[src/include/csf_pkg.sv]
// shared constants for the processor status flag register
package csf_pkg;
  localparam logic [7:0] CSF_FILE_ADDR   = 8'h03;
  localparam int         CSF_BIT_WAKE    = 7;
  localparam int         CSF_BIT_UNUSED  = 6;
  localparam int         CSF_BIT_PAGE    = 5;
  localparam int         CSF_BIT_TO      = 4;
  localparam int         CSF_BIT_PD      = 3;
  localparam int         CSF_BIT_ZERO    = 2;
  localparam int         CSF_BIT_DC      = 1;
  localparam int         CSF_BIT_CARRY   = 0;
  localparam logic       CSF_RST_RW0     = 1'b0;
  localparam logic       CSF_RST_RO1     = 1'b1;
  localparam logic       CSF_RST_ARITH   = 1'b0;
  localparam logic [2:0] CSF_UPPER_CLEAR = 3'h0;
  localparam logic [8:0] CSF_PAGE_SPAN   = 9'h1ff;
  typedef enum logic [1:0]
  {
    CSF_WR_PLAIN   = 2'b00,
    CSF_WR_FLAGGED = 2'b01,
    CSF_WR_CLEAR   = 2'b11
  } csf_wr_kind_t;
endpackage

[src/hdl/csf_status_reg.sv]
// processor status register with flag protection and reset-cause bits
// How it works
// - any instruction may write file address of the status register
// - flag-updating instructions lose written zero, digit carry, carry
// - writes to timeout and power-down flags are ignored
// - clear-file zeroes upper three bits, sets zero, keeps others
// - bit set/clear and move-to-file write arithmetic flags from data, not from alu
// - eight bits at file address 03h, wake flag down to carry
// - wake (except on pin-change reset), unused, page reset 0; timeout, power-down reset 1
// - unimplemented bit reads zero
// - wake flag set on pin-change reset, cleared on others
// - page select picks program page 1 or 0 of 512 words
// - timeout set at power-up, watchdog clear, sleep; cleared on expiry
module csf_status_reg
  import csf_pkg::*;
(
  input  wire logic         clock_in,
  input  wire logic         reset_in,
  input  wire logic         pin_wake_reset_in,
  input  wire logic         write_en_in,
  input  wire logic [7:0]   write_addr_in,
  input  wire csf_wr_kind_t write_kind_in,
  input  wire logic [7:0]   write_data_in,
  input  wire logic         alu_flag_en_in,
  input  wire logic         alu_zero_in,
  input  wire logic         alu_dc_in,
  input  wire logic         alu_carry_in,
  input  wire logic         watchdog_clear_instr_in,
  input  wire logic         sleep_instr_in,
  input  wire logic         watchdog_timer_expired_in,
  input  wire logic [7:0]   read_addr_in,
  output logic [7:0]        read_data_out,
  output logic [7:0]        status_out,
  output logic              program_page_select_out,
  output logic [9:0]        page_base_out
);
  logic       pin_change_wake_flag_q;
  logic       pin_change_wake_flag_d;
  logic       program_page_select_q;
  logic       program_page_select_d;
  logic       watchdog_timeout_flag_q;
  logic       watchdog_timeout_flag_d;
  logic       power_down_flag_q;
  logic       power_down_flag_d;
  logic [2:0] arith_q;
  logic [2:0] arith_d;
  logic [7:0] read_data_q;

  wire hit       = write_en_in && (write_addr_in == CSF_FILE_ADDR);
  wire is_clear  = hit && (write_kind_in == CSF_WR_CLEAR);
  wire is_flag   = hit && (write_kind_in == CSF_WR_FLAGGED);
  wire is_plain  = hit && (write_kind_in == CSF_WR_PLAIN);

  wire [7:0] status_now = {pin_change_wake_flag_q,
                           1'b0,
                           program_page_select_q,
                           watchdog_timeout_flag_q,
                           power_down_flag_q,
                           arith_q};

  // clear-file takes the upper bits to zero; data path ignored for it
  assign pin_change_wake_flag_d = is_clear ? CSF_UPPER_CLEAR[2] :
                                  hit ? write_data_in[CSF_BIT_WAKE] :
                                  pin_change_wake_flag_q;
  assign program_page_select_d  = is_clear ? CSF_UPPER_CLEAR[0] :
                                  hit ? write_data_in[CSF_BIT_PAGE] :
                                  program_page_select_q;

  // on flag-updating writes the alu update wins over written data even when the status register is
  // the destination; zero/dc/carry cannot be forced by such instructions
  always_comb
  begin
    arith_d = arith_q;
    if (is_clear)
    begin
      arith_d[CSF_BIT_ZERO] = 1'b1;
    end
    else if (is_flag || (alu_flag_en_in && !is_plain))
    begin
      arith_d = alu_flag_en_in ?
                {alu_zero_in, alu_dc_in, alu_carry_in} : arith_q;
    end
    else if (is_plain)
    begin
      arith_d = write_data_in[CSF_BIT_ZERO:CSF_BIT_CARRY];
    end
  end

  // only core events move timeout and power-down; bus data never does
  always_comb
  begin
    watchdog_timeout_flag_d = watchdog_timeout_flag_q;
    power_down_flag_d       = power_down_flag_q;
    if (watchdog_timer_expired_in)
    begin
      watchdog_timeout_flag_d = 1'b0;
    end
    else if (watchdog_clear_instr_in)
    begin
      watchdog_timeout_flag_d = 1'b1;
      power_down_flag_d       = 1'b1;
    end
    else if (sleep_instr_in)
    begin
      watchdog_timeout_flag_d = 1'b1;
      power_down_flag_d       = 1'b0;
    end
  end

  always_ff @(posedge clock_in)
  begin
    if (reset_in)
    begin
      pin_change_wake_flag_q  <= pin_wake_reset_in ? 1'b1 : CSF_RST_RW0;
      program_page_select_q   <= CSF_RST_RW0;
      watchdog_timeout_flag_q <= CSF_RST_RO1;
      power_down_flag_q       <= CSF_RST_RO1;
      arith_q                 <= {3{CSF_RST_ARITH}};
      read_data_q             <= 8'h00;
    end
    else
    begin
      pin_change_wake_flag_q  <= pin_change_wake_flag_d;
      program_page_select_q   <= program_page_select_d;
      watchdog_timeout_flag_q <= watchdog_timeout_flag_d;
      power_down_flag_q       <= power_down_flag_d;
      arith_q                 <= arith_d;
      read_data_q             <= (read_addr_in == CSF_FILE_ADDR) ?
                                 status_now : 8'h00;
    end
  end

  assign read_data_out           = read_data_q;
  assign status_out              = status_now;
  assign program_page_select_out = program_page_select_q;
  assign page_base_out = {program_page_select_q, 9'h000};
endmodule

[config.mk]
export PLATFORM = sky130hd
export DESIGN_NAME = csf_status_reg
export DESIGN_NICKNAME = d
export VERILOG_FILES = /design/src/include/csf_pkg.sv /design/src/hdl/csf_status_reg.sv
export SDC_FILE = /design/constraint.sdc
export NUM_CORES = 1
export LEC_CHECK = 0
export BUFFER_PORTS_ARGS = -buffer_cell sky130_fd_sc_hd__buf_2
export CORE_MARGIN = 5
export CORE_UTILIZATION = 43
export CTS_BUF_LIST = sky130_fd_sc_hd__clkbuf_2 sky130_fd_sc_hd__clkbuf_4 sky130_fd_sc_hd__clkbuf_8
export DETAILED_ROUTE_END_ITERATION = 12
export PLACE_DENSITY_LB_ADDON = 0.3
export SLEW_MARGIN = 20
export SYNTH_ARGS = -nofsm -noshare
export SYNTH_HDL_FRONTEND = slang
export SYNTH_SLANG_ARGS = --single-unit
[constraint.sdc]
create_clock -name clock_in -period 3.86 [get_ports clock_in]
set_input_delay 0 -clock clock_in [delete_from_list [all_inputs] [get_ports clock_in]]
set_output_delay 0 -clock clock_in [all_outputs]
set_load 0.005 [all_outputs]
==> flow_summary_export.csv, run 1 <==
group,metric,value,unit
sta,fin_tns_setup,0,ns
cells_and_area,layout_commonest_cell,"buf_2",
cells_and_area,diodes,0,
sta,fin_crit_sh,39.4,%
clock_tree,insertion_delay,0.28,ns
worst_setup_path,crit_slowest_cell,"nor4_1",
global_routing,grt_overflow,0,
logic_synthesis,syn_area,805,um^2
worst_setup_path,startpoint_type,"input pin",
placement,dp_hpwl,1480,um
clock_tree,post_cts_buffers,0,
worst_setup_path,path_max_fanout,10,
worst_setup_path,arrival,1.74,ns
placement,io_buffer_count,49,
worst_setup_path,required,4.08,ns
clock_tree,cts_max_level,1,
clock_tree,cts_made_buffers,3,
sta,final.setup_skew,0.00557,ns
cells_and_area,mostFrequentLayoutCells,"49 x buf_2, 13 x dfxtp_1, 11 x conb_1",
worst_setup_path,reg2reg_depth,3,
logic_synthesis,synth_edf_count,1,
floorplan,start_util,46.1,%
detailed_routing,num_vias,754,
flow_run,maxCapViolCount,0,
global_routing,grt_max_degree,11,
floorplan,die_h,53.3,um
logic_synthesis,synth_cell_type_count,34,
worst_setup_path,reg2reg_setup_slack,2.63,ns
sta,fmax,657,MHz
clock_tree,cts.clk_slew.worst_paths,0.08,ns
worst_setup_path,crit_type,"input pin to register",
worst_setup_path,path_cells,"dlygate4sd3_1 -> buf_2 -> nand3b_1 -> nor4_1 -> and2_1",
global_routing,grt_pass1_vias,653,
hold_path,min_path_type,"input pin to register",
floorplan,pin_count,64,
sta,timing.final.ws_setup,2.34,ns
placement,place_area,987,um^2
clock_tree,clock-sinks,14,
clock_tree,cts.path.max_buffers,2,
hold_path,whs_endpoint,"power_down_flag_q$_SDFFE_PP1P_",
detailed_routing,first_pass_iters,4,
detailed_routing,drc,0,
power_and_ir_drop,irDropWorstVdd,136,uV
worst_setup_path,slowest_delay,0.65,ns
logic_synthesis,syn_area_per_cell,9.14,um^2
worst_setup_path,r2r_end,"watchdog_timeout_flag_q$_SDFFE_PP1P_",
cells_and_area,fin_nets,176,
sta,setup_viol,0,
floorplan,core_area,1750,um^2
floorplan,die_area,2840,um^2
clock_tree,cts_tree,"built",
run_status,outcome,"complete, no violations",
cells_and_area,stdcell_count,163,
sta,report.final.slew_viol_count,0,
sta,grt_setup_unrepaired,"false",
detailed_routing,totalWireLength,1850,um
logic_synthesis,synthArstFlopShare,0,%
hold_path,worstHoldStart,"sleep_instr_in",
worst_setup_path,cp_top_family,"simple AND/OR/NAND/NOR gates",
power_and_ir_drop,cellLeakagePower,0.534,nW
floorplan,core.rowCount,15,
logic_synthesis,ys_ff_latch,14,
worst_setup_path,crit_buf_inv,2,
detailed_routing,drtIter0Drc,5,
logic_synthesis,synth_cells,88,
worst_setup_path,worstReg2RegStart,"watchdog_timeout_flag_q$_SDFFE_PP1P_",
logic_synthesis,yosysWarnings,0,
placement,dp.cells,153,
placement,place_ws,2.18,ns
global_routing,grt_use_total,13.0,%
sta,period_needed,1.52,ns
worst_setup_path,crit_path_end_kind,"register",
sta,slew_headroom,43.2,%
sta,hold_ws,0.0437,ns
detailed_routing,wire_per_inst,11.3,um
logic_synthesis,ys_seq_area_share,36.1,%
floorplan,chipWidth,53.3,um
hold_path,holdPathStages,3,
detailed_routing,via_per_inst,4.63,
clock_tree,cts_root_buf,"clkbuf_4",
global_routing,grt_antenna_before_repair,0,
sta,worst_pin_slew,0.844,ns
logic_synthesis,synth_flop_cell,"dfxtp_1",
cells_and_area,final_area,1080,um^2
placement,gp_congestion,0.792,
cells_and_area,syn2layout_area_growth,34.7,%
global_routing,grt_pass1_wl,2650,um
sta,hold_viol,0,
cells_and_area,drive_above_1_share,42.8,%
detailed_routing,ant_nets,0,
power_and_ir_drop,power_density,287,nW/um^2
worst reg2reg max path: cells and delay by family (launching register included):
kind                   cells  cell delay (ns)
buffers and inverters      1             0.55
flip-flops                 1             0.32
AND/OR/NAND/NOR            1             0.18
AO/OA/AOI/OAI              1             0.08
cells by family (layout without fill, tap and decap cells):
| family | count (synthesis) | in the layout | share of synthesized area (%) |
|---|---|---|---|
| other | 1 | 11 | 0.466 |
| muxes | 5 | 5 | 6.53 |
| xor gates and xnor gates | 1 | 1 | 1.09 |
| and+or+nand+nor | 30 | 30 | 23.8 |
| buffers and inverters | 24 | 64 | 18.7 |
| DFF | 14 | 14 | 36.1 |
| AOI/OAI and AO/OA | 13 | 13 | 13.4 |
how the worst max path moves through the flow:
stage,from,endpoint,slack [ns],depth (start not counted)
after floorplan,write_addr_in[6],pin_change_wake_flag_q$_DFFE_PP_,2.39,4
after CTS,reset_in,read_data_out[2]$_SDFF_PP0_,2.28,5
after global routing,reset_in,read_data_out[2]$_SDFF_PP0_,2.16,5
final,reset_in,read_data_out[2]$_SDFF_PP0_,2.34,5
after global placement,read_addr_in[3],read_data_out[3]$_SDFF_PP0_,2.22,4
after detailed placement,read_addr_in[3],read_data_out[2]$_SDFF_PP0_,2.18,4
cell usage after synthesis, types with 2 or more instances:
| library cell | n | share of area [%] |
|---|---|---|
| buf_4 | 16 | 15 |
| dfxtp_1 | 13 | 32 |
| and2_1 | 7 | 5.4 |
| inv_1 | 5 | 2.3 |
| nand2_1 | 5 | 2.3 |
| clkbuf_1 | 3 | 1.4 |
| mux2i_1 | 3 | 3.7 |
| a221oi_1 | 2 | 2.2 |
| mux2_2 | 2 | 2.8 |
| nand2b_1 | 2 | 1.6 |
| nand3b_1 | 2 | 1.9 |
| nor2b_1 | 2 | 1.6 |
| nor3_1 | 2 | 1.2 |
| nor4_1 | 2 | 1.6 |
| o211ai_1 | 2 | 1.9 |
| o21ai_0 | 2 | 1.2 |
metal layers:
layer	up-vias	track usage [%]	routed length (um)
met3	5	3.10	256
met2	43	21.8	831
met1	328	13.8	713
met4	0	10.2	48
li1	378	-	-
met5	-	0	0
through the flow:
step / power [mW] / util, %
CTS: 0.317 / 62.1
detailed placement: 0.205 / 56.6
finish: 0.311 / 62.1
floorplan: 0.191 / -
global route: 0.330 / 62.1
global placement: 0.203 / 56.6
timing repair:
action	in CTS	in global routing
hold endpoints to repair	5	0
hold buffers	6	0
resized for setup	0	0
power by group:
group          total, mW  internal (mW)  switching (mW)
Sequential         0.153          0.151         0.00246
Combinational     0.0533         0.0298          0.0236
Clock              0.104         0.0574          0.0467
sequential cells by signal, indices dropped and copies added, names as in the netlist:
name                     flops
read_data_out                7
watchdog_timeout_flag_q      1
pin_change_wake_flag_q       1
power_down_flag_q            1
arith_q                      3
program_page_select_out      1
final cells by class:
cell class / count / area, um^2
flip-flops and latches: 14 / 290
inverters: 5 / 18.8
repair buffers: 55 / 305
fillers: 164 / 662
multi-input cells: 60 / 402
well taps: 25 / 31.3
clock buffers: 4 / 36.3
Note: power is estimated with default switching activity, not from simulation.
==> run 2, diff against run 1 <==
--- a/config.mk
+++ b/config.mk
@@ -5,9 +5,10 @@
 export SDC_FILE = /design/constraint.sdc
 export NUM_CORES = 1
 export LEC_CHECK = 0
+export ABC_AREA = 1
 export BUFFER_PORTS_ARGS = -buffer_cell sky130_fd_sc_hd__buf_2
 export CORE_MARGIN = 5
-export CORE_UTILIZATION = 43
+export CORE_UTILIZATION = 39
 export CTS_BUF_LIST = sky130_fd_sc_hd__clkbuf_2 sky130_fd_sc_hd__clkbuf_4 sky130_fd_sc_hd__clkbuf_8
 export DETAILED_ROUTE_END_ITERATION = 12
 export PLACE_DENSITY_LB_ADDON = 0.3
==> constraint.sdc (replaced) <==
create_clock -name clock_in -period 1.4 [get_ports clock_in]
set_input_delay 0 -clock clock_in [delete_from_list [all_inputs] [get_ports clock_in]]
set_output_delay 0 -clock clock_in [all_outputs]
set_load 0.005 [all_outputs]
==> run 2 against run 1 <==
Area after synthesis fell by 5.6%. Register-to-register slack got worse by 1.9 ns. Critical path type unchanged. Highest routed layer unchanged. Combinational power rose to 2.6 times the previous value.
==> flow_summary_export.csv, run 2 <==
group,metric,value,unit
run_status,outcome,"complete, no violations",
worst_setup_path,arrival,1.28,ns
logic_synthesis,synth.most_common_cell,"nand2_1",
floorplan,start_util,39.9,%
detailed_routing,drtIter0Drc,9,
cells_and_area,mostFrequentLayoutCells,"49 x buf_2, 22 x nand2_1, 16 x inv_1",
detailed_routing,first_pass_iters,4,
logic_synthesis,syn_area_per_cell,7.10,um^2
floorplan,pin_count,64,
logic_synthesis,yosysWarnings,0,
clock_tree,clock-sinks,14,
worst_setup_path,required,1.60,ns
detailed_routing,wire_per_inst,9.40,um
cells_and_area,final_util,54.5,%
clock_tree,cts.clk_slew.worst_paths,0.07,ns
worst_setup_path,cp_top_family,"buffers and inverters",
sta,setup_viol,0,
power_and_ir_drop,total_power,810,uW
logic_synthesis,yosysTopAreaCell,"dfxtp_1",
logic_synthesis,ys_ff_latch,14,
floorplan,core.rowCount,16,
sta,fin_crit_sh,76.8,%
worst_setup_path,reg2reg_depth,4,
clock_tree,insertion_delay,0.27,ns
power_and_ir_drop,power_density,782,nW/um^2
logic_synthesis,synth_flop_cell,"dfxtp_1",
power_and_ir_drop,cellLeakagePower,0.602,nW
detailed_routing,totalWireLength,1750,um
logic_synthesis,synthArstFlopShare,0,%
logic_synthesis,synth_cell_type_count,19,
flow_run,maxCapViolCount,0,
sta,period_needed,1.07,ns
floorplan,die_area,2930,um^2
sta,final.setup_skew,0.00600,ns
worst_setup_path,path_cells,"dlygate4sd3_1 -> buf_2 -> inv_1 -> nand3_1 -> nor2_1",
cells_and_area,diodes,0,
cells_and_area,fin_nets,197,
sta,timing.final.ws_setup,0.325,ns
clock_tree,cts_root_buf,"clkbuf_4",
global_routing,grtUsageMet3,4.71,%
cells_and_area,largest_reg_flops,7,
global_routing,grt_overflow,0,
logic_synthesis,syn_area,759,um^2
global_routing,use_met1,12.1,%
logic_synthesis,ys_seq_area_share,38.2,%
placement,io_buffer_count,49,
global_routing,grtUsageMet2,18.5,%
hold_path,min_path_type,"input pin to register",
logic_synthesis,ys_top_cells_by_count,"22 x nand2_1, 16 x buf_4, 16 x inv_1, 13 x dfxtp_1, 13 x nor2_1",
clock_tree,cts_max_level,1,
sta,fmax,931,MHz
placement,place_ws,0.191,ns
clock_tree,post_cts_buffers,0,
worst_setup_path,crit_buf_inv,3,
floorplan,chipWidth,54.1,um
global_routing,grt_pass1_wl,2310,um
cells_and_area,fillCellCount,205,
sta,hold_viol,0,
clock_tree,cts_made_buffers,3,
global_routing,grt_max_degree,9,
cells_and_area,drive_above_1_share,35.8,%
logic_synthesis,synthTopCellsByArea,"dfxtp_1 34%, buf_4 16%, nand2_1 11%",
worst_setup_path,startpoint_type,"input pin",
worst_setup_path,path_max_fanout,7,
sta,fin_tns_setup,0,ns
detailed_routing,num_vias,770,
worst_setup_path,slowest_delay,0.53,ns
clock_tree,cts.path.max_buffers,2,
worst_setup_path,crit_cells,5,
placement,gp_congestion,0.677,
worst_setup_path,crit_path_end_kind,"register",
floorplan,core_area,1900,um^2
global_routing,grt_pass1_vias,615,
cells_and_area,stdcell_count,186,
sta,report.final.slew_viol_count,0,
detailed_routing,ant_nets,0,
logic_synthesis,synth_edf_count,1,
worst_setup_path,crit_type,"input pin to register",
global_routing,grt_use_total,11.0,%
hold_path,holdPathStages,3,
power_and_ir_drop,irDropWorstVdd,586,uV
floorplan,die_h,54.1,um
logic_synthesis,synth_top_area_share,34.3,%
detailed_routing,via_per_inst,4.14,
cells_and_area,layout_commonest_cell,"buf_2",
placement,dp.cells,177,
clock_tree,cts_tree,"built",
global_routing,grt_antenna_before_repair,0,
worst_setup_path,crit_slowest_cell,"dlygate4sd3_1",
sta,grt_setup_unrepaired,"false",
placement,dp_hpwl,1470,um
cells_and_area,syn2layout_area_growth,36.4,%
logic_synthesis,synth_cells,107,
global_routing,top_usage_layer,"met2",
detailed_routing,drc,0,
run 2: cell types whose count changed in the layout (fill, tap and decap cells not counted), sizes merged, moves of 3 or more:
cell and change:
nand2 +18, mux2i -3, and2 -7, a21oi +3, nor2 +13, nand3 +12
inv +11
run 2: metrics by stage:
step	cell area (um^2)	hold WS (ns)
4_1_cts	1040	0.0345
6_report	1040	0.0407
5_1_grt	1040	0.0255
2_1_floorplan	797	0.0691
3_3_place_gp	956	0.212
3_5_place_dp	956	0.216
run 2: per-layer routing:
| layer | wire [um] | part of all wire (%) |
|---|---|---|
| met2 | 926 | 53 |
| met3 | 163 | 9.3 |
| met4 | 19 | 1.1 |
| met1 | 640 | 37 |
| met5 | 0 | 0 |
run 2: worst reg2reg max path, delay by kind of cell (launching register included):
kind / cells / cell delay [ns]
AOI/OAI and AO/OA: 1 / 0.13
DFF: 1 / 0.33
and+or+nand+nor: 3 / 0.15
run 2: cell families after synthesis:
family	Yosys count	share of synthesized area, %
AND/OR/NAND/NOR	53	32.3
flip-flops	14	38.2
other	1	0.494
AO/OA/AOI/OAI	7	5.27
buffers and inverters	32	23.7
run 2: path summary, 6_finish.rpt:
check / from / slack [ns] / to
worst min-delay path: sleep_instr_in / 0.04 / watchdog_timeout_flag_q$_SDFFE_PP1P_
worst max register to register: arith_q[2]$_SDFFE_PP0P_ / 0.69 / arith_q[2]$_SDFFE_PP0P_
worst min register to register: power_down_flag_q$_SDFFE_PP1P_ / 0.44 / read_data_out[3]$_SDFF_PP0_
worst max-delay path: reset_in / 0.33 / read_data_out[3]$_SDFF_PP0_
run 2: layout make-up:
cell class | count | area, um^2 | share of cell area [%]
tap | 27 | 33.8 | 3.26
sequential | 14 | 290 | 28.0
multi-input combinational | 71 | 327 | 31.5
clock buffer | 4 | 30.0 | 2.90
inverter | 16 | 60.1 | 5.80
timing repair buffer | 54 | 295 | 28.5
run 2: timing repair:
action	4_1_cts	5_1_grt
gates resized for setup	0	0
hold buffers	5	0
endpoints found under the hold margin	6	0
run 2: where the power goes:
part	switching [mW]	leakage [nW]	total [mW]	internal, mW
registers	0.00720	0.116	0.423	0.416
clock network	0.120	0.0184	0.250	0.130
logic	0.0658	0.468	0.137	0.0716
==> run 3, diff against run 2 <==
==> constraint.sdc (replaced) <==
create_clock -name clock_in -period 1.05 [get_ports clock_in]
set_input_delay 0 -clock clock_in [delete_from_list [all_inputs] [get_ports clock_in]]
set_output_delay 0 -clock clock_in [all_outputs]
set_load 0.005 [all_outputs]
==> run 3 against run 2 <==
Register-to-register slack worse by 0.34 ns. Worst hold slack lost 0.020 ns. Sequential power rose by 33%. Sequential cell count stayed put. Sequential share of layout area decreased by 0.37 points. Utilization up 0.72 points. Die area unchanged. Via count is 1.7% higher. Total power is 40% higher. Combinational power increased by 34%. Largest cell class unchanged. Largest power group unchanged. Highest routed layer unchanged.
==> flow_summary_export.csv, run 3 (synthesis gave the netlist of run 2 again) <==
group,metric,value,unit
sta,period_needed,0.921,ns
power_and_ir_drop,power_density,1080,nW/um^2
sta,grt_setup_unrepaired,"false",
detailed_routing,via_per_inst,4.19,
power_and_ir_drop,irDropWorstVdd,505,uV
cells_and_area,fin_nets,198,
detailed_routing,drc,0,
clock_tree,cts_made_buffers,3,
cells_and_area,mostFrequentLayoutCells,"49 x buf_2, 22 x nand2_1, 16 x inv_1",
sta,hold_ws,0.0209,ns
detailed_routing,drtIter0Drc,7,
worst_setup_path,required,1.20,ns
clock_tree,cts.path.max_buffers,2,
worst_setup_path,crit_slowest_cell,"dlygate4sd3_1",
clock_tree,cts_root_buf,"clkbuf_4",
hold_path,min_path_type,"input pin to register",
flow_run,maxCapViolCount,0,
placement,io_buffer_count,49,
clock_tree,insertion_delay,0.27,ns
detailed_routing,ant_nets,0,
detailed_routing,wire_per_inst,9.56,um
floorplan,chipWidth,54.1,um
worst_setup_path,cp_top_family,"buffers and inverters",
sta,hold_viol,0,
sta,fin_crit_sh,87.7,%
power_and_ir_drop,cellLeakagePower,0.610,nW
clock_tree,cts_tree,"built",
clock_tree,post_cts_resized,0,
worst_setup_path,crit_buf_inv,2,
clock_tree,holdBufCountCts,5,
cells_and_area,largest_reg_flops,7,
worst_setup_path,path_max_fanout,2,
global_routing,grt_pass1_wl,2550,um
worst_setup_path,slowest_delay,0.56,ns
cells_and_area,layout_commonest_cell,"buf_2",
detailed_routing,first_pass_iters,4,
sta,fmax,1090,MHz
global_routing,grt_max_degree,9,
floorplan,die_area,2930,um^2
worst_setup_path,path_cells,"dlygate4sd3_1 -> buf_2 -> o21ai_0 -> o211ai_1",
sta,setup_viol,0,
clock_tree,cts.clk_slew.worst_paths,0.09,ns
sta,report.final.slew_viol_count,0,
cells_and_area,drive_above_1_share,36.3,%
detailed_routing,totalWireLength,1790,um
worst_setup_path,arrival,1.07,ns
clock_tree,cts_max_level,1,
clock_tree,post_cts_buffers,0,
sta,final.setup_skew,0.00380,ns
run_status,outcome,"complete, no violations",
floorplan,pin_count,64,
global_routing,grt_overflow,0,
global_routing,grt_pass1_vias,655,
floorplan,core.rowCount,16,
cells_and_area,syn2layout_area_growth,38.2,%
global_routing,grt_use_total,11.7,%
floorplan,die_h,54.1,um
floorplan,core_area,1900,um^2
placement,gp_congestion,0.742,
worst_setup_path,startpoint_type,"input pin",
worst_setup_path,crit_path_end_kind,"register",
clock_tree,clock-sinks,14,
placement,dp_hpwl,1460,um
cells_and_area,diodes,0,
worst_setup_path,crit_type,"input pin to register",
floorplan,start_util,39.9,%
global_routing,grt_antenna_before_repair,0,
detailed_routing,num_vias,783,
cells_and_area,final_util,55.2,%
## run 3: cell count changes in the layout (fill, tap and decap cells not counted), sizes merged
cell,previous run,this run
buf,49,50
## run 3: area by class of cell
cell class,count,area [um^2]
Multi-Input combinational cell,71,327
Tap cell,27,33.8
Sequential cell,14,290
Timing Repair Buffer,55,303
Inverter,16,60.1
Clock buffer,4,36.3
Fill cell,196,852
## run 3: worst paths after layout
path,start,endpoint,slack (ns),cells past startpoint
worst min-delay path,write_data_in[7],pin_change_wake_flag_q$_DFFE_PP_,0.02,3
worst max-delay path,watchdog_clear_instr_in,watchdog_timeout_flag_q$_SDFFE_PP1P_,0.13,4
worst max register to register,arith_q[2]$_SDFFE_PP0P_,arith_q[2]$_SDFFE_PP0P_,0.35,4
worst min register to register,power_down_flag_q$_SDFFE_PP1P_,read_data_out[3]$_SDFF_PP0_,0.44,2
## run 3: power by group
group	switching (mW)	internal, mW	leakage [nW]
sequential	0.0101	0.554	0.116
clock	0.171	0.211	0.0210
combinational	0.0879	0.0959	0.473
## run 3: tightest hold or removal path, cell delays in order
cell     delay (ns)
buf_2          0.08
nand3_1        0.07
nand2_1        0.05
## run 3: metrics by stage
| step | worst slack (ns) | cell area (um^2) | instances | TNS [ns] | power, mW |
|---|---|---|---|---|---|
| 6_report | 0.129 | 1050 | 187 | 0 | 1.13 |
| 3_3_place_gp | -0.0340 | 963 | 178 | -0.0895 | 0.740 |
| 4_1_cts | 0.174 | 1050 | 187 | 0 | 1.14 |
| 2_1_floorplan | 0.138 | 797 | 117 | 0 | 0.692 |
| 3_5_place_dp | -0.0723 | 963 | 178 | -0.201 | 0.745 |
| 5_1_grt | 0.0384 | 1050 | 187 | 0 | 1.19 |
## run 3: routing by layer
| metal | vias to the layer above | track usage (%) | wire (um) | part of all wire (%) |
|---|---|---|---|---|
| li1 | 410 | - | - | - |
| met4 | 0 | 4.98 | 9 | 0.50 |
| met2 | 34 | 20.9 | 972 | 54 |
| met3 | 2 | 1.94 | 130 | 7.3 |
| met5 | - | 0 | 0 | 0 |
| met1 | 337 | 13.6 | 675 | 38 |
